==> config.mk <==
export PLATFORM = sky130hd
export DESIGN_NAME = scf_fifo
export DESIGN_NICKNAME = d
export VERILOG_FILES = /design/src/scf_store.v /design/src/scf_fifo.v
export VERILOG_INCLUDE_DIRS = /design/src /design/src/src
export SDC_FILE = /design/constraint.sdc
export NUM_CORES = 1
export LEC_CHECK = 0
export BUFFER_PORTS_ARGS = -buffer_cell sky130_fd_sc_hd__buf_4
export CORE_MARGIN = 2
export CORE_UTILIZATION = 60
export DETAILED_ROUTE_END_ITERATION = 16
export PLACE_DENSITY = 0.77
export SYNTH_ARGS = -nofsm -noshare
export SYNTH_HDL_FRONTEND = slang
export SYNTH_HIERARCHICAL = 1
export SYNTH_SLANG_ARGS = --single-unit
==> constraint.sdc <==
create_clock -name pclk -period 6.7 [get_ports pclk]
set_input_delay 1.34 -clock pclk [delete_from_list [all_inputs] [get_ports pclk]]
set_output_delay 1.34 -clock pclk [all_outputs]
set_load 0.01 [all_outputs]
==> src/scf_consts.vh <==
// Constants for the single-clock FIFO with its APB register slave.
// Assumes one clock (pclk, 200 MHz) and an active-low asynchronous reset.
// Behaviour
// [RULE1] Writer and reader share one clock, and depth and data format are fixed by parameters.
// [RULE2] A write request on a clock edge stores the input word as the newest entry.
// [RULE3] A read request presents the oldest word on the output and removes it.
// [RULE4] The reader must not trust the output after reading an empty buffer.
// [RULE5] Full is high while every entry is occupied, and writes are then ignored.
// [RULE6] Empty is high while no entry is occupied, and reads are then ignored.
// [RULE7] A count output gives the number of stored words as unsigned.
// [RULE8] An enabled clear on a clock edge discards every word and leaves count zero.
// [RULE9] The clear input only acts when its option is turned on.
// [RULE10] The depth parameter defaults to 64 words.
// [RULE11] Format is inferred, signed integer, signed fractional or unsigned; fraction bits only for fractional; code adds R1 in every format.
// [RULE12] Data in and data out are integer plus fraction bits wide.
// [RULE13] For the signed formats the top bit of each word is the sign.
// [RULE14] A show-ahead read mode can be chosen instead of the normal mode.
// [RULE15] Show-ahead shows the oldest word while not empty; normal mode shows it one clock after the request.
// [RULE16] A write and read accepted together keep the count and the order.
// [RULE17] The count is wide enough for every value from zero to the depth.
`ifndef SCF_CONSTS_VH
`define SCF_CONSTS_VH

// Register byte addresses
`define SCF_ADDR_CTRL    12'h000
`define SCF_ADDR_STATUS  12'h004
`define SCF_ADDR_COUNT   12'h008
`define SCF_ADDR_IRQ_ST  12'h00C
`define SCF_ADDR_IRQ_MSK 12'h010
`define SCF_ADDR_FORMAT  12'h014

// Control fields
`define SCF_CTRL_CLR_BIT    0
`define SCF_CTRL_RESET      32'h0000_0000

// Status and interrupt fields
`define SCF_ST_EMPTY_BIT    0
`define SCF_ST_FULL_BIT     1
`define SCF_ST_SIGN_BIT     2
`define SCF_IRQ_OVF_BIT     0
`define SCF_IRQ_UNF_BIT     1
`define SCF_IRQ_FULL_BIT    2
`define SCF_IRQ_WIDTH       3
`define SCF_IRQ_MSK_RESET   3'h0

// Data formats
`define SCF_FMT_INFERRED    2'h0
`define SCF_FMT_SINT        2'h1
`define SCF_FMT_SFRAC       2'h2
`define SCF_FMT_UINT        2'h3

`endif

==> src/scf_store.v <==
// Word store of the FIFO: register array with pointers and count.
// Assumes the caller gates requests with full and empty already.
`timescale 1ns/1ps
module scf_store #(
    parameter DEPTH = 64,
    parameter WIDTH = 16,
    parameter AW    = 6,
    parameter CW    = 7
) (
    // Clock and reset
    input  wire             pclk,
    input  wire             presetn,
    // Control
    input  wire             clr,
    input  wire             push,
    input  wire             pop,
    input  wire [WIDTH-1:0] wdata,
    // State
    output wire [WIDTH-1:0] head,
    output wire [WIDTH-1:0] head2,
    output reg  [CW-1:0]    count
);

    reg [WIDTH-1:0] mem [0:DEPTH-1];
    reg [AW-1:0]    wr_ptr;
    reg [AW-1:0]    rd_ptr;

    // Wrap an index at the depth, which need not be a power of two
    function [AW-1:0] bump;
        input [AW-1:0] p;
        begin
            if (p == DEPTH[AW-1:0] - 1'b1) begin
                bump = {AW{1'b0}};
            end else begin
                bump = p + 1'b1;
            end
        end
    endfunction

    ////////////////////////////////////////////////////////////////////////
    // [RULE2] store newest word
    always @(posedge pclk) begin
        if (push) begin
            mem[wr_ptr] <= wdata;
        end
    end

    assign head = mem[rd_ptr];

    // Second-oldest word, so show-ahead can reload its output register on a pop
    assign head2 = mem[bump(rd_ptr)];

    // Pointers and count
    always @(posedge pclk or negedge presetn) begin
        if (!presetn) begin
            wr_ptr <= {AW{1'b0}};
            rd_ptr <= {AW{1'b0}};
            count  <= {CW{1'b0}};
        // [RULE8] clear drops all
        end else if (clr) begin
            wr_ptr <= {AW{1'b0}};
            rd_ptr <= {AW{1'b0}};
            count  <= {CW{1'b0}};
        end else begin
            if (push) begin
                wr_ptr <= bump(wr_ptr);
            end
            // [RULE3] remove oldest word
            if (pop) begin
                rd_ptr <= bump(rd_ptr);
            end
            // [RULE16] both keep count
            if (push && !pop) begin
                count <= count + 1'b1;
            end else if (pop && !push) begin
                count <= count - 1'b1;
            end
        end
    end

endmodule // scf_store

==> src/scf_fifo.v <==
// Single-clock FIFO with APB status, control and interrupt registers.
// Assumes writer and reader logic run on pclk and drive requests synchronously.
`timescale 1ns/1ps
`include "scf_consts.vh"
module scf_fifo #(
    // [RULE10] default 64 words
    parameter       DEPTH      = 64,
    parameter       L1         = 16,
    parameter       R1         = 0,
    parameter [1:0] FORMAT     = `SCF_FMT_INFERRED,
    parameter       USE_SCLR   = 1,
    parameter       SHOW_AHEAD = 0
) (
    // Clock and reset
    input  wire              pclk,
    input  wire              presetn,
    // Writer side
    input  wire [L1+R1-1:0]  wr_data,
    input  wire              wr_req,
    // Reader side
    input  wire              rd_req,
    output reg  [L1+R1-1:0]  rd_data,
    // Clear and status
    input  wire              sync_clr,
    output wire              full,
    output wire              empty,
    output wire [$clog2(DEPTH+1)-1:0] used_words,
    output wire              rd_sign,
    // APB slave
    input  wire              psel,
    input  wire              penable,
    input  wire              pwrite,
    input  wire [11:0]       paddr,
    input  wire [31:0]       pwdata,
    output reg  [31:0]       prdata,
    output wire              pready,
    output wire              pslverr,
    // Interrupt
    output wire              irq
);

    // [RULE17] count spans 0..DEPTH
    localparam L2    = $clog2(DEPTH + 1);
    localparam AW    = (DEPTH > 1) ? $clog2(DEPTH) : 1;
    // [RULE12] integer plus fraction bits
    localparam WIDTH = L1 + R1;
    // [RULE11] fraction only for fractional, but WIDTH adds R1 in every format
    localparam SIGNED_FMT = (FORMAT == `SCF_FMT_SINT) || (FORMAT == `SCF_FMT_SFRAC);

    reg  [31:0]               ctrl;
    reg  [`SCF_IRQ_WIDTH-1:0] irq_st;
    reg  [`SCF_IRQ_WIDTH-1:0] irq_msk;
    wire [WIDTH-1:0]          head;
    wire [WIDTH-1:0]          head2;
    wire                      clr;
    wire                      push;
    wire                      pop;
    wire                      apb_wr;
    wire                      apb_rd;
    wire                      ovf_evt;
    wire                      unf_evt;
    wire                      full_evt;
    reg                       full_q;

    ////////////////////////////////////////////////////////////////////////
    // Request gating

    // [RULE9] clear only if enabled
    assign clr  = (USE_SCLR != 0) && (sync_clr || ctrl[`SCF_CTRL_CLR_BIT]);
    // [RULE5] ignore write when full
    assign push = wr_req && !full && !clr;
    // [RULE6] ignore read when empty
    assign pop  = rd_req && !empty && !clr;

    // [RULE1] one clock store
    // [RULE7] count of held words
    scf_store #(
        .DEPTH (DEPTH),
        .WIDTH (WIDTH),
        .AW    (AW),
        .CW    (L2)
    ) u_store (
        .pclk    (pclk),
        .presetn (presetn),
        .clr     (clr),
        .push    (push),
        .pop     (pop),
        .wdata   (wr_data),
        .head    (head),
        .head2   (head2),
        .count   (used_words)
    );

    // [RULE5] full flag
    assign full  = (used_words == DEPTH[L2-1:0]);
    // [RULE6] empty flag
    assign empty = (used_words == {L2{1'b0}});

    ////////////////////////////////////////////////////////////////////////
    // Read data path

    // [RULE14] read mode by parameter
    generate
        if (SHOW_AHEAD != 0) begin : g_show
            // [RULE15] oldest visible early
            // Registered copy of the head: next oldest word one clock after a pop.
            // Bypass when empty so the first write shows up on the same edge that stores it.
            always @(posedge pclk or negedge presetn) begin
                if (!presetn) begin
                    rd_data <= {WIDTH{1'b0}};
                end else if (clr) begin
                    rd_data <= {WIDTH{1'b0}};
                end else if (push && (empty || (pop && used_words == 1))) begin
                    rd_data <= wr_data;
                end else if (pop) begin
                    rd_data <= head2;
                end else if (!empty) begin
                    rd_data <= head;
                end
            end
        end else begin : g_norm
            // [RULE15] word one clock later
            // [RULE4] empty read holds old value
            always @(posedge pclk or negedge presetn) begin
                if (!presetn) begin
                    rd_data <= {WIDTH{1'b0}};
                end else if (pop) begin
                    rd_data <= head;
                end
            end
        end
    endgenerate

    // [RULE13] top bit is sign
    assign rd_sign = SIGNED_FMT ? rd_data[WIDTH-1] : 1'b0;

    ////////////////////////////////////////////////////////////////////////
    // Interrupt events

    assign ovf_evt  = wr_req && full && !clr;
    assign unf_evt  = rd_req && empty && !clr;
    always @(posedge pclk or negedge presetn) begin
        if (!presetn) begin
            full_q <= 1'b0;
        end else begin
            full_q <= full;
        end
    end
    assign full_evt = full && !full_q;

    ////////////////////////////////////////////////////////////////////////
    // APB slave: zero wait states, unmapped reads give zero

    assign apb_wr  = psel && penable && pwrite;
    assign apb_rd  = psel && penable && !pwrite;
    assign pready  = 1'b1;
    assign pslverr = 1'b0;

    // Control register; clear bit is self-clearing
    always @(posedge pclk or negedge presetn) begin
        if (!presetn) begin
            ctrl <= `SCF_CTRL_RESET;
        end else if (apb_wr && paddr == `SCF_ADDR_CTRL) begin
            ctrl <= pwdata;
        end else begin
            ctrl[`SCF_CTRL_CLR_BIT] <= 1'b0;
        end
    end

    // Mask register
    always @(posedge pclk or negedge presetn) begin
        if (!presetn) begin
            irq_msk <= `SCF_IRQ_MSK_RESET;
        end else if (apb_wr && paddr == `SCF_ADDR_IRQ_MSK) begin
            irq_msk <= pwdata[`SCF_IRQ_WIDTH-1:0];
        end
    end

    // Sticky status, cleared by reading; a new event wins over the clear.
    // Only bits already latched into prdata at setup are cleared, so an event
    // landing between setup and access stays pending instead of being lost.
    always @(posedge pclk or negedge presetn) begin
        if (!presetn) begin
            irq_st <= {`SCF_IRQ_WIDTH{1'b0}};
        end else begin
            irq_st <= (irq_st & ~((apb_rd && paddr == `SCF_ADDR_IRQ_ST) ?
                                  prdata[`SCF_IRQ_WIDTH-1:0] :
                                  {`SCF_IRQ_WIDTH{1'b0}})) |
                      {full_evt, unf_evt, ovf_evt};
        end
    end

    assign irq = |(irq_st & irq_msk);

    // Read mux, registered so data is steady during the access phase
    always @(posedge pclk or negedge presetn) begin
        if (!presetn) begin
            prdata <= 32'h0000_0000;
        end else if (psel && !penable && !pwrite) begin
            case (paddr)
                `SCF_ADDR_CTRL:    prdata <= ctrl;
                `SCF_ADDR_STATUS:  prdata <= {29'h0, rd_sign, full, empty};
                `SCF_ADDR_COUNT:   prdata <= {{(32-L2){1'b0}}, used_words};
                `SCF_ADDR_IRQ_ST:  prdata <= {29'h0, irq_st};
                `SCF_ADDR_IRQ_MSK: prdata <= {29'h0, irq_msk};
                `SCF_ADDR_FORMAT:  prdata <= {30'h0, FORMAT};
                default:           prdata <= 32'h0000_0000;
            endcase
        end
    end

endmodule // scf_fifo

# Yosys cells after proc, flatten, opt, wreduce, memory -nomap -nowiden
# Memories as Yosys holds them, arrays and structs flattened. A register that Yosys moved wholly into a read port is not among the register bits.
# Index checks and enable logic that the tools add are counted.
[totals]
romBits = 0
mem_bits_rw = 1024
word_cells = 74
register_bits = 90
out_inout_bits = 61
mem_count = 1
latchBits = 0
[memory_table]
columns = ["name", "words", "word_bits", "read_ports", "rd_clocked_by_memory_dff", "wr", "line_no", "text"]
rows = [
  ["u_store.mem", 64, 16, 1, 1, 1, "scf_store.v:24", "reg [WIDTH-1:0] mem [0:DEPTH-1];"],
]
[op_classes]
shift = 0
mux = 14
bitwise_logic = 4
eq_ne = 7
multipliers = 0
n_addsub = 4
order_cmp = 0
div = 0
n_reduce_logical = 35
[ops]
columns = ["operator", "n"]
rows = [
  ["32-bit case mux with 5 select lines", 1],
  ["6-bit 2-to-1 mux", 6],
  ["12-bit by 4-bit == test with 1-bit output, second input constant", 2],
  ["7-bit 2-to-1 mux", 3],
  ["1-bit logical AND", 19],
  ["6-bit by 1-bit adder with 6-bit output, second input constant", 2],
  ["12-bit by 3-bit == test with 1-bit output, second input constant", 1],
  ["12-bit by 5-bit == test with 1-bit output, second input constant", 1],
  ["6-bit == test, second input constant", 2],
  ["12-bit logical NOT", 1],
  ["1-bit logical NOT", 9],
  ["7-bit by 1-bit adder with 7-bit output, second input constant", 1],
  ["7-bit == test, second input constant", 1],
  ["7-bit logical NOT", 1],
  ["7-bit by 1-bit subtractor with 7-bit output, second input constant", 1],
  ["3-bit bitwise AND", 2],
  ["2-bit nonzero test", 2],
  ["1-bit 2-to-1 mux", 3],
  ["3-bit 2-to-1 mux", 1],
  ["3-bit inverter", 1],
  ["3-bit bitwise OR", 1],
  ["3-bit nonzero test", 1],
  ["3-bit OR reduction", 1],
  ["1-bit logical OR", 1],
]

# Depth between registers and ports, before layout
[depth]
depth_word = 9
depth_mapped = 15

# By module
# The synthesis kept the hierarchy.
[modules_own_cells]
columns = ["module", "cells_per_inst", "area_per_inst_um2", "n_inst"]
rows = [
  ["scf_store", 3144, 49891.6, 1],
  ["scf_fifo", 306, 3662.3, 1],
]

# Least setup slack after synthesis
# Ideal clock, no wire load.
[synth_path]
path_kind = "input -> register"
start = "input port sync_clr"
end = "memory u_store.mem[48][0], enable pin"
path_buffers = 1
slack_ns = 2.576
required_ns = 6.291
path_stages = 6
t_arrival_ns = 3.715
path_cell_list = "nor2_1 > and3_1 > clkbuf_1 > nand3_1 > or2_2 > nor3_1"
[synth_via]
elab_chain_cells = 5
[synth_rtl]
columns = ["item", "line_no", "text"]
rows = [
  ["start, declared", "scf_fifo.v:24", "input wire sync_clr,"],
  ["1-bit logical OR", "scf_fifo.v:69", "assign clr = (USE_SCLR != 0) && (sync_clr || ctrl[`SCF_CTRL_CLR_BIT]);"],
  ["1-bit logical NOT", "scf_fifo.v:71", "assign push = wr_req && !full && !clr;"],
  ["1-bit logical AND", "scf_fifo.v:71", ""],
  ["net push", "scf_fifo.v:56", "wire push;"],
  ["1-bit 2-to-1 mux", "scf_store.v:43", "if (push) begin"],
  ["1-bit 2-to-1 mux (not written as such)", "scf_store.v:44", "mem[wr_ptr] <= wdata;"],
  ["end, declared", "scf_store.v:24", ""],
]
# The timed path passes the listed nets, and every way through them passes these cells.

# Final worst setup path
[layout_path]
start = "register u_store.count[0]"
end = "register u_store.count[6]"
[layout_via]
elab_chain_cells = 8
[layout_rtl]
columns = ["item", "line_no", "text"]
rows = [
  ["start, declared", "scf_store.v:21", "output reg [CW-1:0] count"],
  ["start signal, assigned", "scf_store.v:58", "count <= {CW{1'b0}};"],
  ["start signal, assigned", "scf_store.v:63", "count <= {CW{1'b0}};"],
  ["start signal, assigned", "scf_store.v:74", "count <= count + 1'b1;"],
  ["7-bit logical NOT (*)", "scf_fifo.v:97", "assign empty = (used_words == {L2{1'b0}});"],
  ["1-bit logical NOT (*)", "scf_fifo.v:73", "assign pop = rd_req && !empty && !clr;"],
  ["1-bit logical AND (*) (2 in a row)", "scf_fifo.v:73", ""],
  ["net pop", "scf_fifo.v:57", "wire pop;"],
  ["1-bit logical NOT", "scf_store.v:73", "if (push && !pop) begin"],
  ["1-bit logical AND", "scf_store.v:73", ""],
  ["7-bit 2-to-1 mux", "scf_store.v:73", ""],
  ["7-bit 2-to-1 mux", "scf_store.v:60", "end else if (clr) begin"],
]
# Mark *: on every way through the listed nets, which the timed path passes. The rest lies on a longest branch. The select of a mux whose other input is x is not followed.
# A chain may end at the register's enable or synchronous reset.

==> reports/qor.csv <==
metric;value;unit
result of the run;finished clean;
Hold Buf Count CTS;0;
Leak;0.0161;uW
share of layout cells above drive strength 1;31.8;%
sequential share of power;51.5;%
CP bufs+invs;1;
Critical Path Sink Type;flip-flop;
# setup viols final;0;
Skew-Pair Late Insertion Delay;0.68;ns
clock tree buffer depth;3;
Die Y;275;um
crit-path cells;or4_4, nor4_2, nand3b_2, inv_1, nand2b_1, ha_1, nor2b_1, o21ai_0, a21boi_0, o21ai_0, and4b_1, o21ai_0, nor3b_1;
cts repair resizes;0;
Critical Path Max Stage Delay;0.58;ns
Post-Synthesis Cells;2037;
ANT nets after route;0;
WP data arrival;4.76;ns
Pre-Repair DR Iteration Count;6;
routability congestion estimate;0.826;
CTS tree;yes;
P_sw;3690;uW
via/cell ratio;6.60;
first-pass GRT wire length;147000;um
critical setup path kind;reg2reg;
total setup buffers inserted after CTS;0;
RSZ-0062 raised after global routing;false;
Worst-Margin Slew;1.12;ns
Clock Pin Slew Worst Setup and Hold Paths;0.06;ns
Layout Cell Area excl Fill;49600;um^2
mapped cell area;44200;um^2
Ys Warns;6;
Die Area;75800;um^2
Post-DP Area;46400;um^2
CTS Buf Count;105;
num ports;129;
syn_area_per_cell;21.7;um^2
nets@finish;2295;
final count of hold timing violations;0;
Top delay family on crit path;simple AND/OR/NAND/NOR gates;
VDD IR max;0.000231;V
die width;275;um
FP Rows;99;
Critical Path Fanout Max;17;
Fmax;0.239;GHz
core area;73000;um^2
Initial DRC Count;2799;
hpwl dp;54300;um
largest net degree at the start of global routing;107;
placed cells;3071;
Root Buffer;clkbuf_16;
drt total wl;98900;um
non-filler cells in the finished layout;3264;
most numerous cell on the critical path;o21ai_0;
Startpoint Class;flip-flop;
clock group share of total power;36.4;%
Final Cycle Share;62.4;%
slew margin rel.;25.5;%
Initial Util;60.6;%
Sw Ratio;23.9;%
GR Util All Layers;26.9;%
Slew Viols, Final;0;
drt wl/cell;30.3;um
final core utilization;67.9;%
vias;21500;
Crit path required time;7.28;ns
slowest library cell on the worst path;or4_4;
Int Power;11800;uW
Max-cap violations;0;
post-route setup TNS;0;ns
gr ovfl total;0;
pwr dens;312;nW/um^2
Post-route DRC;0;
Final Skew;0.0274;ns
IO Port Bufs;125;
min cycle time layout;4.18;ns
n_diodes;0;
CTS H-tree lvls;3;
Sink Count;1130;
Hold WC Path Type;reg2reg;
combinational fraction of design power;12.1;%
vias in the first global route;21900;
initial antenna violation count;3;
Area Growth Syn to Fin;12.2;%
total chip power;15500;uW
==> layout make-up <==
type,count,area (um^2)
Clock buffer,137,2800
Clock inverter,56,403
Fill cell,4301,23400
Inverter,11,41.3
Multi-Input combinational cell,763,10100
Sequential cell,1130,33400
Tap cell,959,1200
Timing Repair Buffer,208,1610
==> metal layers <==
layer  part of all wire, %  track usage [%]  up-vias  routed length (um)
met5                 0.025                0        -                  25
met1                    39             39.7    11500               38900
met3                   9.9             5.09      122                9750
li1                      -                -     8741                   -
met4                   1.6             5.76        4                1590
met2                    49             42.9     1211               48600
==> final timing paths <==
kind,from,to,slack (ns),depth (start not counted)
min,full_q$_DFF_PN0_,irq_st[2]$_DFF_PN0_,0.42,1
max reg2reg,u_store/count[0]$_DFFE_PN0P_,u_store/count[6]$_DFFE_PN0P_,2.52,13
min reg2reg,full_q$_DFF_PN0_,irq_st[2]$_DFF_PN0_,0.42,1
max in group asynchronous,presetn,prdata[29]$_DFFE_PN0P_,4.79,2
min in group asynchronous,presetn,u_store/rd_ptr[5]$_DFFE_PN0P_,0.61,1
max,u_store/count[0]$_DFFE_PN0P_,u_store/count[6]$_DFFE_PN0P_,2.52,13
==> per-stage QoR <==
stage | hold WS, ns | worst slack (ns)
4_1_cts | 0.421 | 2.55
3_3_place_gp | 0.411 | 2.00
2_1_floorplan | 0.393 | 2.58
5_1_grt | 0.436 | 2.10
6_report | 0.418 | 2.52
3_5_place_dp | 0.422 | 1.99
==> power by group through the flow <==
| stage | Combinational (uW) | Clock (uW) | Sequential (uW) |
|---|---|---|---|
| after floorplan | 1190 | 0 | 8030 |
| after global placement | 1810 | 0 | 8100 |
| after detailed placement | 1850 | 0 | 8110 |
| after CTS | 1870 | 5690 | 7960 |
| after global routing | 1990 | 5950 | 7970 |
| final | 1870 | 5620 | 7960 |
==> worst register-to-register path, delay by kind of cell, from the launching register on <==
kind                     cells  cell delay, ns
AO/OA/AOI/OAI                4            0.62
adder cells (fa/ha/maj)      1            0.42
buffers and inverters        1            0.32
flip-flops                   1            0.45
AND/OR/NAND/NOR              7            2.28
==> sequential cells by signal, summed over array words and instances (netlist names) <==
name,count
ctrl,32
u_store/count,7
u_store/rd_ptr,6
irq_st,3
irq_msk,3
prdata,32
full_q,1
u_store/wr_ptr,6
u_store/mem,1024
rd_data,16
==> cells in the final DEF (no fill, tap or decap), drive strengths merged, types with 3 or more instances in the layout <==
master    instances
edfxtp         1024
mux4            320
buf             208
clkbuf          137
dfrtp           106
nor2             95
nand2            82
mux2             68
clkinv           44
nand3            39
o21ai            28
mux2i            25
inv              15
nor2b             9
and3              7
ha                7
nand3b            6
a21oi             6
nand2b            5
xor2              5
nor3              5
a221oi            4
a31oi             4
bufinv            4
xnor2             4
clkinvlp          4
or4               4
o2bb2ai           3
and2              3
conb              3
a211oi            3
nor4              3
No activity file was read; power rests on OpenSTA's default activity.
